<file path="src/rtl/bpc_pkg.sv">
// Package for the bidirectional change-detect port: register map over APB,
// field positions and reset values.
// Assumes a 32-bit APB bus; each register takes one aligned word.
package bpc_pkg;
   localparam int unsigned PORT_W          = 8;
   localparam int unsigned LOW_PINS        = 5;
   localparam logic [11:0] OFF_PIN_DATA    = 12'h000;
   localparam logic [11:0] OFF_LATCH       = 12'h004;
   localparam logic [11:0] OFF_DIRECTION   = 12'h008;
   localparam logic [11:0] OFF_IRQ_MAIN    = 12'h00c;
   localparam logic [11:0] OFF_IRQ_TWO     = 12'h010;
   localparam logic [11:0] OFF_ANALOG_SEL  = 12'h014;
   localparam logic [11:0] OFF_FUNC_CTRL   = 12'h018;
   localparam int unsigned BIT_CHANGE_FLAG = 0;
   localparam int unsigned BIT_PULLUP_N    = 7;
   localparam int unsigned BIT_FAULT_EN    = 0;
   localparam int unsigned BIT_SERIAL_ACT  = 1;
   localparam logic [7:0]  RST_LATCH       = 8'h00;
   localparam logic [7:0]  RST_DIRECTION   = 8'hff;
   localparam logic [7:0]  RST_IRQ_TWO     = 8'h80;
   localparam logic [4:0]  ANALOG_ALL      = 5'h1f;
   localparam logic [31:0] RDATA_UNMAPPED  = 32'h00000000;
endpackage

</file>
<file path="src/rtl/bpc_port.sv">
// Eight-pin bidirectional port with direction and latch registers, weak
// pull-up control, analog defaults on the low pins and change detection on the
// upper four pins. Registers are reached over APB; pins are synchronous inputs.
// Functional notes
// Eight bidirectional pins, each with a direction bit and output latch bit.
// Direction 1 floats the driver; direction 0 drives the latch bit.
// Latch register is addressable; reads return latch, not pin levels.
// Bit 7 of irq_control_two, active low, enables all weak pull-ups.
// Pull-up on a pin is off whenever that pin is an output.
// After reset every weak pull-up is disabled.
// Reset default: low five pins analog reading zero, upper three digital.
// Configuration input picks analog or digital reset state of low pins.
// Only upper four pins that are inputs take part in change detection.
// Each eligible pin is compared with its snapshot from the last data access.
// Mismatches are ORed and set the change flag at bit 0 of irq_control_main.
// The change interrupt is a wake source for sleep and idle modes.
// Reads and writes of pin data refresh the snapshot, except mem-to-mem destination.
// The flag is set again each cycle while a mismatch lasts.
// Software accesses pin data, waits one cycle, then clears the flag.
// Software should avoid polling pin data while change detection is used.
// Analog selection keeps latch drive but blocks the digital input buffer; code blocks pin data and pin 4 compare, EXT_IRQ, fault, capture see pad.
// With capcmp2_pin_select low, pin 3 carries the second capture/compare signal.
// Pins 0..2 feed external interrupts 0..2; pin 0 also feeds the fault input.
// With low-voltage programming enabled, pin 5 is only the programming entry input.
// During serial programming or debug, pin 6 is clock and pin 7 data.
// Writing pin data updates the latch; reading returns pins, analog reading zero.
//
// The implementer's own choices: the APB slave port and the placing of the registers.
`timescale 1ns/1ps
`default_nettype none
module bpc_port (
   input  wire logic        SYS_CLK,
   input  wire logic        ARST_N,
   input  wire logic        PSEL,
   input  wire logic        PENABLE,
   input  wire logic        PWRITE,
   input  wire logic [11:0] PADDR,
   input  wire logic [31:0] PWDATA,
   input  wire logic [3:0]  PSTRB,
   output logic      [31:0] PRDATA,
   output logic             PREADY,
   output logic             PSLVERR,
   input  wire logic        MEM_TO_MEM_MOVE,
   input  wire logic        LOW_PINS_ANALOG_DEFAULT,
   input  wire logic        CAPCMP2_PIN_SELECT,
   input  wire logic        LOW_VOLTAGE_PROG_ENABLE,
   input  wire logic [7:0]  PIN_IN,
   output logic      [7:0]  PIN_OUT,
   output logic      [7:0]  PIN_OE,
   output logic      [7:0]  PIN_PULLUP,
   output logic      [4:0]  ANALOG_SEL,
   input  wire logic        CAPCMP_UNIT_TWO_OUT,
   output logic             CAPCMP_UNIT_TWO_IN,
   output logic      [2:0]  EXT_IRQ,
   output logic             PWM_FAULT_INPUT,
   output logic             PROG_MODE_ENTRY,
   output logic             PROG_SERIAL_CLOCK,
   output logic             PROG_SERIAL_DATA_IN,
   input  wire logic        PROG_SERIAL_DATA_OUT,
   input  wire logic        PROG_SERIAL_DATA_OE,
   output logic             PORT_CHANGE_IRQ,
   output logic             WAKE_REQ
);
   logic [7:0] latch_reg, latch_next;
   logic [7:0] dir_reg, dir_next;
   logic       pullup_n_reg, pullup_n_next;
   logic       flag_reg, flag_next;
   logic [4:0] analog_reg, analog_next;
   logic [1:0] func_reg, func_next;
   logic [3:0] snap_reg, snap_next;
   logic       init_reg, init_next;
   logic [31:0] rdata_reg, rdata_next;
   logic [7:0] pin_digital;
   logic [3:0] mismatch;
   logic       serial_act;
   logic       wr_en;
   logic       rd_en;

   function automatic logic hit(input logic [11:0] addr, input logic [11:0] off);
      hit = (addr == off);
   endfunction

   assign wr_en      = PSEL && PENABLE && PWRITE;
   // Read data is loaded in the setup cycle so it already stands at the access edge
   assign rd_en      = PSEL && !PENABLE && !PWRITE;
   assign serial_act = func_reg[bpc_pkg::BIT_SERIAL_ACT];
   assign PREADY     = 1'b1;
   assign PSLVERR    = 1'b0;
   assign PRDATA     = rdata_reg;

   // Analog pins see no digital input; unmonitored functions read the pad level
   assign pin_digital = {PIN_IN[7:5], PIN_IN[4:0] & ~analog_reg};

   // Mismatch only on upper pins set as inputs
   generate
      for (genvar i = 0; i < 4; i++) begin : g_cmp
         assign mismatch[i] = dir_reg[i+4] && (pin_digital[i+4] != snap_reg[i]);
      end
   endgenerate

   always_comb begin
      latch_next    = latch_reg;
      dir_next      = dir_reg;
      pullup_n_next = pullup_n_reg;
      flag_next     = flag_reg;
      analog_next   = analog_reg;
      func_next     = func_reg;
      snap_next     = snap_reg;
      init_next     = 1'b0;
      rdata_next    = rdata_reg;
      // Strap is caught on the first clock after reset release
      if (init_reg) begin
         analog_next = LOW_PINS_ANALOG_DEFAULT ? bpc_pkg::ANALOG_ALL : 5'h00;
      end
      if (wr_en && PSTRB[0]) begin
         if (hit(PADDR, bpc_pkg::OFF_PIN_DATA)) begin
            latch_next = PWDATA[7:0];
         end else if (hit(PADDR, bpc_pkg::OFF_LATCH)) begin
            latch_next = PWDATA[7:0];
         end else if (hit(PADDR, bpc_pkg::OFF_DIRECTION)) begin
            dir_next = PWDATA[7:0];
         end else if (hit(PADDR, bpc_pkg::OFF_IRQ_MAIN)) begin
            flag_next = PWDATA[bpc_pkg::BIT_CHANGE_FLAG];
         end else if (hit(PADDR, bpc_pkg::OFF_IRQ_TWO)) begin
            pullup_n_next = PWDATA[bpc_pkg::BIT_PULLUP_N];
         end else if (hit(PADDR, bpc_pkg::OFF_ANALOG_SEL)) begin
            analog_next = PWDATA[4:0];
         end else if (hit(PADDR, bpc_pkg::OFF_FUNC_CTRL)) begin
            func_next = PWDATA[1:0];
         end
      end
      // Any data access refreshes the snapshot unless it is a move destination
      if (PSEL && PENABLE && hit(PADDR, bpc_pkg::OFF_PIN_DATA) && !(PWRITE && MEM_TO_MEM_MOVE)) begin
         snap_next = pin_digital[7:4];
      end
      // Hardware set wins over a software clear in the same cycle
      if (|mismatch) begin
         flag_next = 1'b1;
      end
      if (rd_en) begin
         if (hit(PADDR, bpc_pkg::OFF_PIN_DATA)) begin
            rdata_next = {24'h000000, pin_digital};
         end else if (hit(PADDR, bpc_pkg::OFF_LATCH)) begin
            rdata_next = {24'h000000, latch_reg};
         end else if (hit(PADDR, bpc_pkg::OFF_DIRECTION)) begin
            rdata_next = {24'h000000, dir_reg};
         end else if (hit(PADDR, bpc_pkg::OFF_IRQ_MAIN)) begin
            rdata_next = {31'h00000000, flag_reg};
         end else if (hit(PADDR, bpc_pkg::OFF_IRQ_TWO)) begin
            rdata_next = {24'h000000, pullup_n_reg, 7'h00};
         end else if (hit(PADDR, bpc_pkg::OFF_ANALOG_SEL)) begin
            rdata_next = {27'h0000000, analog_reg};
         end else if (hit(PADDR, bpc_pkg::OFF_FUNC_CTRL)) begin
            rdata_next = {30'h00000000, func_reg};
         end else begin
            rdata_next = bpc_pkg::RDATA_UNMAPPED;
         end
      end
   end

   always_ff @(posedge SYS_CLK or negedge ARST_N) begin
      if (!ARST_N) begin
         latch_reg    <= bpc_pkg::RST_LATCH;
         dir_reg      <= bpc_pkg::RST_DIRECTION;
         pullup_n_reg <= bpc_pkg::RST_IRQ_TWO[bpc_pkg::BIT_PULLUP_N];
         flag_reg     <= 1'b0;
         analog_reg   <= bpc_pkg::ANALOG_ALL;
         func_reg     <= 2'h0;
         snap_reg     <= 4'h0;
         init_reg     <= 1'b1;
         rdata_reg    <= 32'h00000000;
      end else begin
         latch_reg    <= latch_next;
         dir_reg      <= dir_next;
         pullup_n_reg <= pullup_n_next;
         flag_reg     <= flag_next;
         analog_reg   <= analog_next;
         func_reg     <= func_next;
         snap_reg     <= snap_next;
         init_reg     <= init_next;
         rdata_reg    <= rdata_next;
      end
   end

   // Pin drive with alternate-function overrides
   always_comb begin
      PIN_OE  = ~dir_reg;
      PIN_OUT = latch_reg;
      if (!CAPCMP2_PIN_SELECT && !dir_reg[3]) begin
         PIN_OUT[3] = CAPCMP_UNIT_TWO_OUT;
      end
      if (LOW_VOLTAGE_PROG_ENABLE) begin
         PIN_OE[5] = 1'b0;
      end
      if (serial_act) begin
         PIN_OE[6]  = 1'b0;
         PIN_OE[7]  = PROG_SERIAL_DATA_OE;
         PIN_OUT[7] = PROG_SERIAL_DATA_OUT;
      end
   end

   always_comb begin
      PIN_PULLUP = {8{!pullup_n_reg}} & dir_reg;
      if (LOW_VOLTAGE_PROG_ENABLE) begin
         PIN_PULLUP[5] = 1'b0;
      end
      if (serial_act) begin
         PIN_PULLUP[7:6] = 2'b00;
      end
   end

   assign ANALOG_SEL          = analog_reg;
   assign CAPCMP_UNIT_TWO_IN  = !CAPCMP2_PIN_SELECT && dir_reg[3] && PIN_IN[3];
   assign EXT_IRQ             = PIN_IN[2:0];
   assign PWM_FAULT_INPUT     = func_reg[bpc_pkg::BIT_FAULT_EN] && PIN_IN[0];
   assign PROG_MODE_ENTRY     = LOW_VOLTAGE_PROG_ENABLE && PIN_IN[5];
   assign PROG_SERIAL_CLOCK   = serial_act && PIN_IN[6];
   assign PROG_SERIAL_DATA_IN = serial_act && PIN_IN[7];
   assign PORT_CHANGE_IRQ     = flag_reg;
   // Combinational so the wake request needs no clock while the core sleeps
   assign WAKE_REQ            = flag_reg || (|mismatch);
endmodule
`default_nettype wire

</file>
<file path="config.mk">
export PLATFORM = sky130hd
export DESIGN_NAME = bpc_port
export DESIGN_NICKNAME = d
export VERILOG_FILES = /design/src/rtl/bpc_pkg.sv /design/src/rtl/bpc_port.sv
export SDC_FILE = /design/constraint.sdc
export NUM_CORES = 1
export LEC_CHECK = 0
export BUFFER_PORTS_ARGS = -buffer_cell sky130_fd_sc_hd__buf_2
export CAP_MARGIN = 20
export CORE_ASPECT_RATIO = 1.1
export CORE_UTILIZATION = 40
export DETAILED_ROUTE_END_ITERATION = 10
export PLACE_DENSITY = 0.84
export SLEW_MARGIN = 15
export SYNTH_ARGS = -nofsm -noshare
export SYNTH_HDL_FRONTEND = slang
export SYNTH_SLANG_ARGS = --single-unit
export TNS_END_PERCENT = 5
</file>
<file path="constraint.sdc">
create_clock -name SYS_CLK -period 1.4 [get_ports SYS_CLK]
set_clock_uncertainty 0.15 [all_clocks]
set_input_delay 0.28 -clock SYS_CLK [delete_from_list [all_inputs] [get_ports SYS_CLK]]
set_output_delay 0.28 -clock SYS_CLK [all_outputs]
set_load 0.1 [all_outputs]
</file>
* Word-level counts from Yosys, hierarchy flattened
Index checks and enable logic that the tools add are counted.
** Word-level totals
- Register bits after elaboration :: 62
- Latch bits :: 0
- Bits in writable memories :: 0
- Bits in read-only memories :: 0
- Input bits :: 68
- Output and inout bits :: 73
- Word-level logic and storage cells :: 98
- Memories kept :: 0
** Operators by class
- Add/sub/neg operators :: 0
- Multiply operators :: 0
- Divide/modulo/power cells :: 0
- $lt $le $gt $ge :: 0
- Eq/ne operators :: 13
- Shift operators :: 0
- Muxes and demuxes :: 30
- Bitwise operators :: 10
- Reductions and logical operators :: 36
** Operators with widths (number)
- $mux W8 :: 7
- $mux W5 :: 10
- $eq A12 B5 Y1 const B :: 3
- $eq A12 B4 Y1 const B :: 2
- $logic_and A1 B1 Y1 :: 19
- $eq A12 B3 Y1 const B :: 1
- $logic_not A12 Y1 :: 1
- $mux W1 :: 10
- $and A8 B8 Y8 :: 1
- $not A8 Y8 :: 1
- $reduce_and A8 Y1 :: 1
- $logic_not A1 Y1 :: 6
- $mux W2 :: 3
- $ne A2 B1 Y1 const B :: 3
- $not A1 Y1 :: 6
- $reduce_and A6 Y1 :: 1
- $reduce_bool A2 Y1 :: 3
- $and A5 B5 Y5 :: 1
- $not A5 Y5 :: 1
- $reduce_and A5 Y1 :: 1
- $ne A1 B1 Y1 :: 4
- $reduce_and A4 Y1 :: 1
- $reduce_or A4 Y1 :: 1
- $reduce_and A2 Y1 :: 1
- $logic_or A1 B1 Y1 :: 1

* Logic depth before layout (Yosys ltp)
Gate-level depths: netlist (run 1).
- Depth after elaboration :: 9
- Depth in mapped cells :: 6
- Mapped depth without buffers :: 4

* Least setup slack after synthesis (run 1)
No wires, ideal clock.
- Path kind :: register to output
- From :: register func_reg[1]
- To :: output PIN_PULLUP[6]
- Arrival time :: 2.773 ns
- Required time :: 0.970 ns
- Path slack :: -1.803 ns
- Cell stages (with the launch flop) :: 3
- Path buffers :: 1
- Path through :: dfrtp_1 clkbuf_1 nor3b_1
** Between the ends
- Cells in the longest elaborated chain, start to end :: 1
** Ends and longest elaborated chain
- start, declared :: RTL line bpc_port.sv:69 : logic [1:0] func_reg, func_next;
- start signal, assigned :: RTL line bpc_port.sv:178 : func_reg <= func_next;
- $mux W2 :: RTL line bpc_port.sv:207 : if (serial_act) begin
- end, declared :: RTL line bpc_port.sv:50 : output logic [7:0] PIN_PULLUP,
No other way between the ends.

* Worst setup path in the final report (run 1)
- From :: register snap_reg[1]
- To :: output WAKE_REQ
** Between the ends
- Cells in the longest elaborated chain, start to end :: 4
** Ends and longest elaborated chain
- start, declared :: RTL line bpc_port.sv:70 : logic [3:0] snap_reg, snap_next;
- start signal, assigned :: RTL line bpc_port.sv:179 : snap_reg <= snap_next;
- $ne A1 B1 Y1 :: RTL line bpc_port.sv:97 : assign mismatch[i] = dir_reg[i+4] && (pin_digital[i+4] != snap_reg[i]);
- $logic_and A1 B1 Y1 :: RTL line bpc_port.sv:97
- $reduce_or A4 Y1 :: RTL line bpc_port.sv:221 : assign WAKE_REQ = flag_reg || (|mismatch);
- $logic_or A1 B1 Y1 :: RTL line bpc_port.sv:221
- end, declared :: RTL line bpc_port.sv:62 : output logic WAKE_REQ
No other way between the ends.

==> results.cfg, run 1 <==
[clock_network]
numCtsBuffers = 5
tritoncts = yes
clockBufferDepth = 2
cts_root_buffer = clkbuf_8
insertion_delay_ps = 300
clock_sinks = 38
htreeDepth = 2
cts.reportedPaths.clkPinSlew_ps = 80

[floorplan]
die_height_um = 84.4
dieArea_sq_um = 6480
pin_count = 141
initial_core_util = 0.422
core_area_sq_um = 5840
fp.dieW_um = 76.9
num_rows = 29

[critical_path]
setup.worst_path.end_class = primary output
r2r-start = snap_reg[1]
path_class = reg -> out
crit_start = snap_reg[1]
crit_arrival_ps = 1730
startpoint_type = flop
worst-path-max-fanout = 2
crit_required_ps = 970

[logic_synthesis]
synth_ff_type = dfrtp_1
synth_compound_area_frac = 0.0989
ys_seq_elements = 38
ys_warn_count = 0
synth-xor-area-share = 0.0142
syn_area_sq_um = 2470
synth-simple-area-share = 0.190
synth_cell_types = 50
postSynthAreaPerCell_sq_um = 10.0
syn_inst = 246
async_flop_share = 1.00
synth_edf_count = 0
synth_top_family_by_area = simple AND/OR/NAND/NOR gates
yosysSeqAreaShare = 0.393
muxShareOfSynthArea = 0.166
synthAdderAreaFrac = 0

[placement]
place.gp.congestion = 0.932
io_buffers = 87
dp_hpwl_mm = 6.30

[grt]
grt_overflow = 0
grt_pass1_vias = 2554
grt_max_degree = 39
grt_pass1_wl_mm = 14.2
grt_usage = 0.287
antenna_found_initial = 0

[route]
ant_nets = 0
wirelength_mm = 8.83
first_pass_iters = 4
post-route-drc-count = 0
vias = 2501
viasPerCell = 5.45
drt_iter0_drc = 276
wl_per_cell_um = 19.2

[power_and_ir_drop]
internal_power_mw = 1.80
netSwitchingPower_mw = 1.24
vdd_drop_max_uv = 813
leakage_nw = 1.99
p_total_mw = 3.04
switching_share = 0.407
power_frac_comb = 0.363
pwr-share-clk = 0.247
seq_power_share = 0.390
p_per_area_nw_per_um2 = 693

[timing]
setup-tns-final_ps = -16950
slew_violations = 0
min_period_ps = 2160
worst_slack_ps = -763
period_share = 1.55
finalSetupViolCount = 65
hold_viol = 0
fmax_ghz = 0.462
rsz0062_at_grt = true

[finish]
final_common_cell = buf_12
antenna_cells = 0
syn_to_final_growth_pct = 77.7
layout_common_cells = buf_12, buf_4, buf_2
nFillCells = 354
utilization = 0.750
nets = 449
drive_above_1_share = 0.652

[hold_path]
min_path_type = in -> reg
worstHoldStart = PWDATA[5]

[outcome]
outcome = finished with violations
failed_checks = negative setup slack

[run]
max_cap_viol_count = 0
==> synth_stat cells, types with 3 or more instances <==
library cell | instances | area (sq um)
mux2_2 | 31 | 349
nor3_1 | 4 | 20.0
dfrtp_1 | 23 | 576
nor2b_1 | 3 | 18.8
o21ai_0 | 10 | 50.1
nor2_1 | 18 | 67.6
nor3b_1 | 8 | 60.1
nand2b_1 | 3 | 18.8
buf_4 | 35 | 263
mux2i_1 | 6 | 60.1
and2_1 | 6 | 37.5
a32oi_1 | 4 | 35.0
xor2_1 | 4 | 35.0
nor4_1 | 3 | 18.8
dfstp_2 | 15 | 394
clkbuf_1 | 8 | 30.0
inv_1 | 9 | 33.8
a21oi_1 | 6 | 30.0
nand2_1 | 9 | 33.8
nand3_1 | 5 | 25.0
==> cells by family after synthesis <==
kind of cell	Yosys count
and+or+nand+nor	76
other	2
AOI/OAI and AO/OA	36
xor gates and xnor gates	4
DFF	38
buffers and inverters	53
muxes	37
==> final timing paths <==
| path | to | cells past startpoint | slack (ps) |
|---|---|---|---|
| worst max-delay path | WAKE_REQ | 5 | -760 |
| worst min-delay path | latch_reg[5] | 2 | 80 |
| worst max register to register | PORT_CHANGE_IRQ | 4 | -280 |
| worst min register to register | latch_reg[7] | 1 | 400 |
| max in group asynchronous | init_reg | 3 | 500 |
| min in group asynchronous | PRDATA[4] | 3 | 340 |
==> per-stage QoR <==
step,instances,area (sq um),hold slack [ps],worst slack (ps)
floorplan,271,2670,-166,-660
global placement,449,3990,109,-741
detailed placement,449,3990,114,-780
CTS,459,4300,81.5,-693
global route,459,4380,79.8,-836
finish,459,4380,78.3,-763
==> timing repair <==
item                                    in CTS  in global routing
pin swaps                                   11                  5
setup buffers                                1                  0
hold buffers                                 1                  0
endpoints found under the setup margin      65                 67
gates resized for setup                     57                 20
hold endpoints to repair                    23                  0
==> power by group through the flow <==
stage	clock network [mW]	registers (mW)	logic (mW)
after floorplan	0	1.37	0.574
after global placement	0	1.20	1.03
after detailed placement	0	1.20	1.05
after CTS	0.746	1.18	1.08
after global routing	0.812	1.19	1.13
final	0.750	1.18	1.10
==> critical path, stage by stage, from the launching register on <==
cell	delay [ps]
dfrtp_1	410
xor2_1	150
a222oi_1	330
a21boi_2	290
nand2b_4	80
buf_12	170
==> per-layer routing <==
layer  GRT usage  up-vias  share of wire
met5           0        -              0
met4       0.129        0          0.035
met3      0.0685       37          0.087
met2       0.475      191           0.51
met1       0.355     1188           0.37
li1            -     1085              -
==> cell type report <==
| type | instances | area [sq um] | area share |
|---|---|---|---|
| clock inverters | 2 | 10.0 | 0.00228 |
| repair buffers | 147 | 1690 | 0.387 |
| flip-flops and latches | 38 | 975 | 0.222 |
| clock buffers | 6 | 72.6 | 0.0166 |
| inverters | 9 | 36.3 | 0.00828 |
| multi-input cells | 180 | 1500 | 0.342 |
| well taps | 77 | 96.3 | 0.0220 |
Power figures use the tool's default switching activity.
==> run 2: changes to the inputs <==
- CORE_UTILIZATION: 40 -> 41
- CTS_BUF_LIST: default -> sky130_fd_sc_hd__clkbuf_8
- PLACE_DENSITY: 0.84 -> 0.85
- clock period: 1.4 -> 1.9 ns (I/O delays scaled with it)
==> run 2 against run 1 <==
  * Largest power group unchanged
  * First-iteration DRC count is 14% lower
  * Non-clock buffer count is 21 lower
  * Combinational power is 35% lower
  * Cell count is 4.8% lower
  * The flow still finishes with violations (negative setup slack)
  * Sequential share of layout area is 4.7 points higher
  * Utilization is 12 points lower
  * Via count is 5.9% lower
  * Design area is 17% lower
  * Critical path type unchanged
  * Critical endpoint unchanged
  * Die area is 2.4% lower
  * Worst hold slack better by 100 ps
  * Routed wire length is 16% lower
==> results.cfg, run 2 (synthesis gave the netlist of run 1 again) <==
[clock_network]
htreeDepth = 2
cts_root_buffer = clkbuf_8
clockBufferDepth = 2
postCtsSetupBuffers = 0
tritoncts = yes
clock_sinks = 38
insertion_delay_ps = 300
numCtsBuffers = 5
cts.reportedPaths.clkPinSlew_ps = 70

[placement]
dp_cells = 429
dp_hpwl_mm = 5.76
dpl_cell_area_sq_um = 3460
io_buffers = 87
place.gp.congestion = 0.915
dp_slack_ps = -384

[finish]
layout_common_cells = buf_2, buf_4, mux2_2
nFillCells = 447
syn_to_final_growth_pct = 47.0
seq_area_sq_um = 975
finalNonFillerCells = 437
drive_above_1_share = 0.572
final_common_cell = buf_2
antenna_cells = 0
fin_area_sq_um = 3620
multi_input_area_sq_um = 1380
nets = 428
utilization = 0.628

[grt]
antenna_found_initial = 0
use_met2 = 0.402
grt_max_degree = 21
grt_use_met3 = 0.0451
grt_usage = 0.236
grt_overflow = 0
grt_pass1_wl_mm = 11.7
grt_pass1_vias = 2239
grt_busiest_layer = met2
grt_use_met1 = 0.296

[critical_path]
path_cells = xor2_1 -> a222oi_1 -> a21boi_2 -> buf_4 -> nand2b_4 -> buf_12
setup.worst_path.end_class = primary output
max_stage_delay_ps = 400
r2r_setup_slack_ps = 220
critPathCapture = WAKE_REQ
r2r-end = PRDATA[7]
crit_required_ps = 1370
critPathSlowestCell = dfrtp_1
path_class = reg -> out
crit_start = snap_reg[1]
worst-path-max-fanout = 2
startpoint_type = flop
r2r-start = latch_reg[7]
path_depth = 6
crit_arrival_ps = 1720
reg2regPathDepth = 4
critPathBufInv = 2
cp_top_family = compound AO/OA/AOI/OAI gates

[timing]
worst_pin_slew_ps = 529
hold_viol = 0
slew_violations = 0
holdWs_ps = 181
period_share = 1.18
fmax_ghz = 0.444
finalSetupViolCount = 12
worst_slack_ps = -350
rsz0062_at_grt = true
slew-limit-headroom = 0.638
min_period_ps = 2250

[floorplan]
core_area_sq_um = 5770
fp.dieW_um = 75.9
dieArea_sq_um = 6330
initial_core_util = 0.427
die_height_um = 83.3
pin_count = 141
num_rows = 29

[outcome]
outcome = finished with violations
failed_checks = negative setup slack

[route]
vias = 2353
viasPerCell = 5.38
post-route-drc-count = 0
first_pass_iters = 5
ant_nets = 0
wirelength_mm = 7.45
wl_per_cell_um = 17.1
drt_iter0_drc = 236

[power_and_ir_drop]
leakage_nw = 1.72
vdd_drop_max_uv = 324
p_per_area_nw_per_um2 = 593

[run]
max_cap_viol_count = 0

[hold_path]
min_path_type = in -> reg
holdPathStages = 2
run 2: changes by cell type in the layout (fill, tap and decap cells not counted), sizes merged:
cell / before / now
buf: 146 / 125
inv: 9 / 10
clkinv: 2 / 0
run 2: cell type report:
type / instances / share of cell area
multi-input combinational: 180 / 0.381
clock inverter: 1 / 0.00104
clock buffer: 6 / 0.0228
sequential: 38 / 0.269
timing repair buffer: 126 / 0.291
inverter: 9 / 0.00932
tap: 77 / 0.0266
run 2: worst min-delay path by stage:
stage / end / slack (ps) / from
global placement: latch_reg[2] / 210 / ARST_N
CTS: latch_reg[6] / 180 / PWDATA[6]
global route: latch_reg[6] / 190 / PWDATA[6]
finish: latch_reg[6] / 180 / PWDATA[6]
detailed placement: latch_reg[2] / 220 / ARST_N
floorplan: PORT_CHANGE_IRQ / -70 / ARST_N
run 2: layer usage:
layer | part of all wire | vias up
met1 | 0.41 | 1145
li1 | - | 1041
met2 | 0.51 | 144
met5 | 0 | -
met4 | 0.021 | 0
met3 | 0.067 | 23
run 2: what timing repair did:
item / 4_1_cts / 5_1_grt
resized for setup: 13 / 5
pin swaps: 4 / 0
hold buffers: 1 / 0
hold endpoints to repair: 14 / 0
setup endpoints to repair: 18 / 23
run 2: report_power, final:
| part | switching (mW) | internal (mW) |
|---|---|---|
| Combinational | 0.562 | 0.152 |
| Sequential | 0.0193 | 0.840 |
| Clock | 0.293 | 0.283 |
run 2: metrics by stage:
step	TNS [ps]	power [mW]
final	-721	2.15
after global routing	-1160	2.20
after CTS	-637	2.14
after detailed placement	-7670	1.57
after global placement	-6850	1.56
after floorplan	-4670	1.43
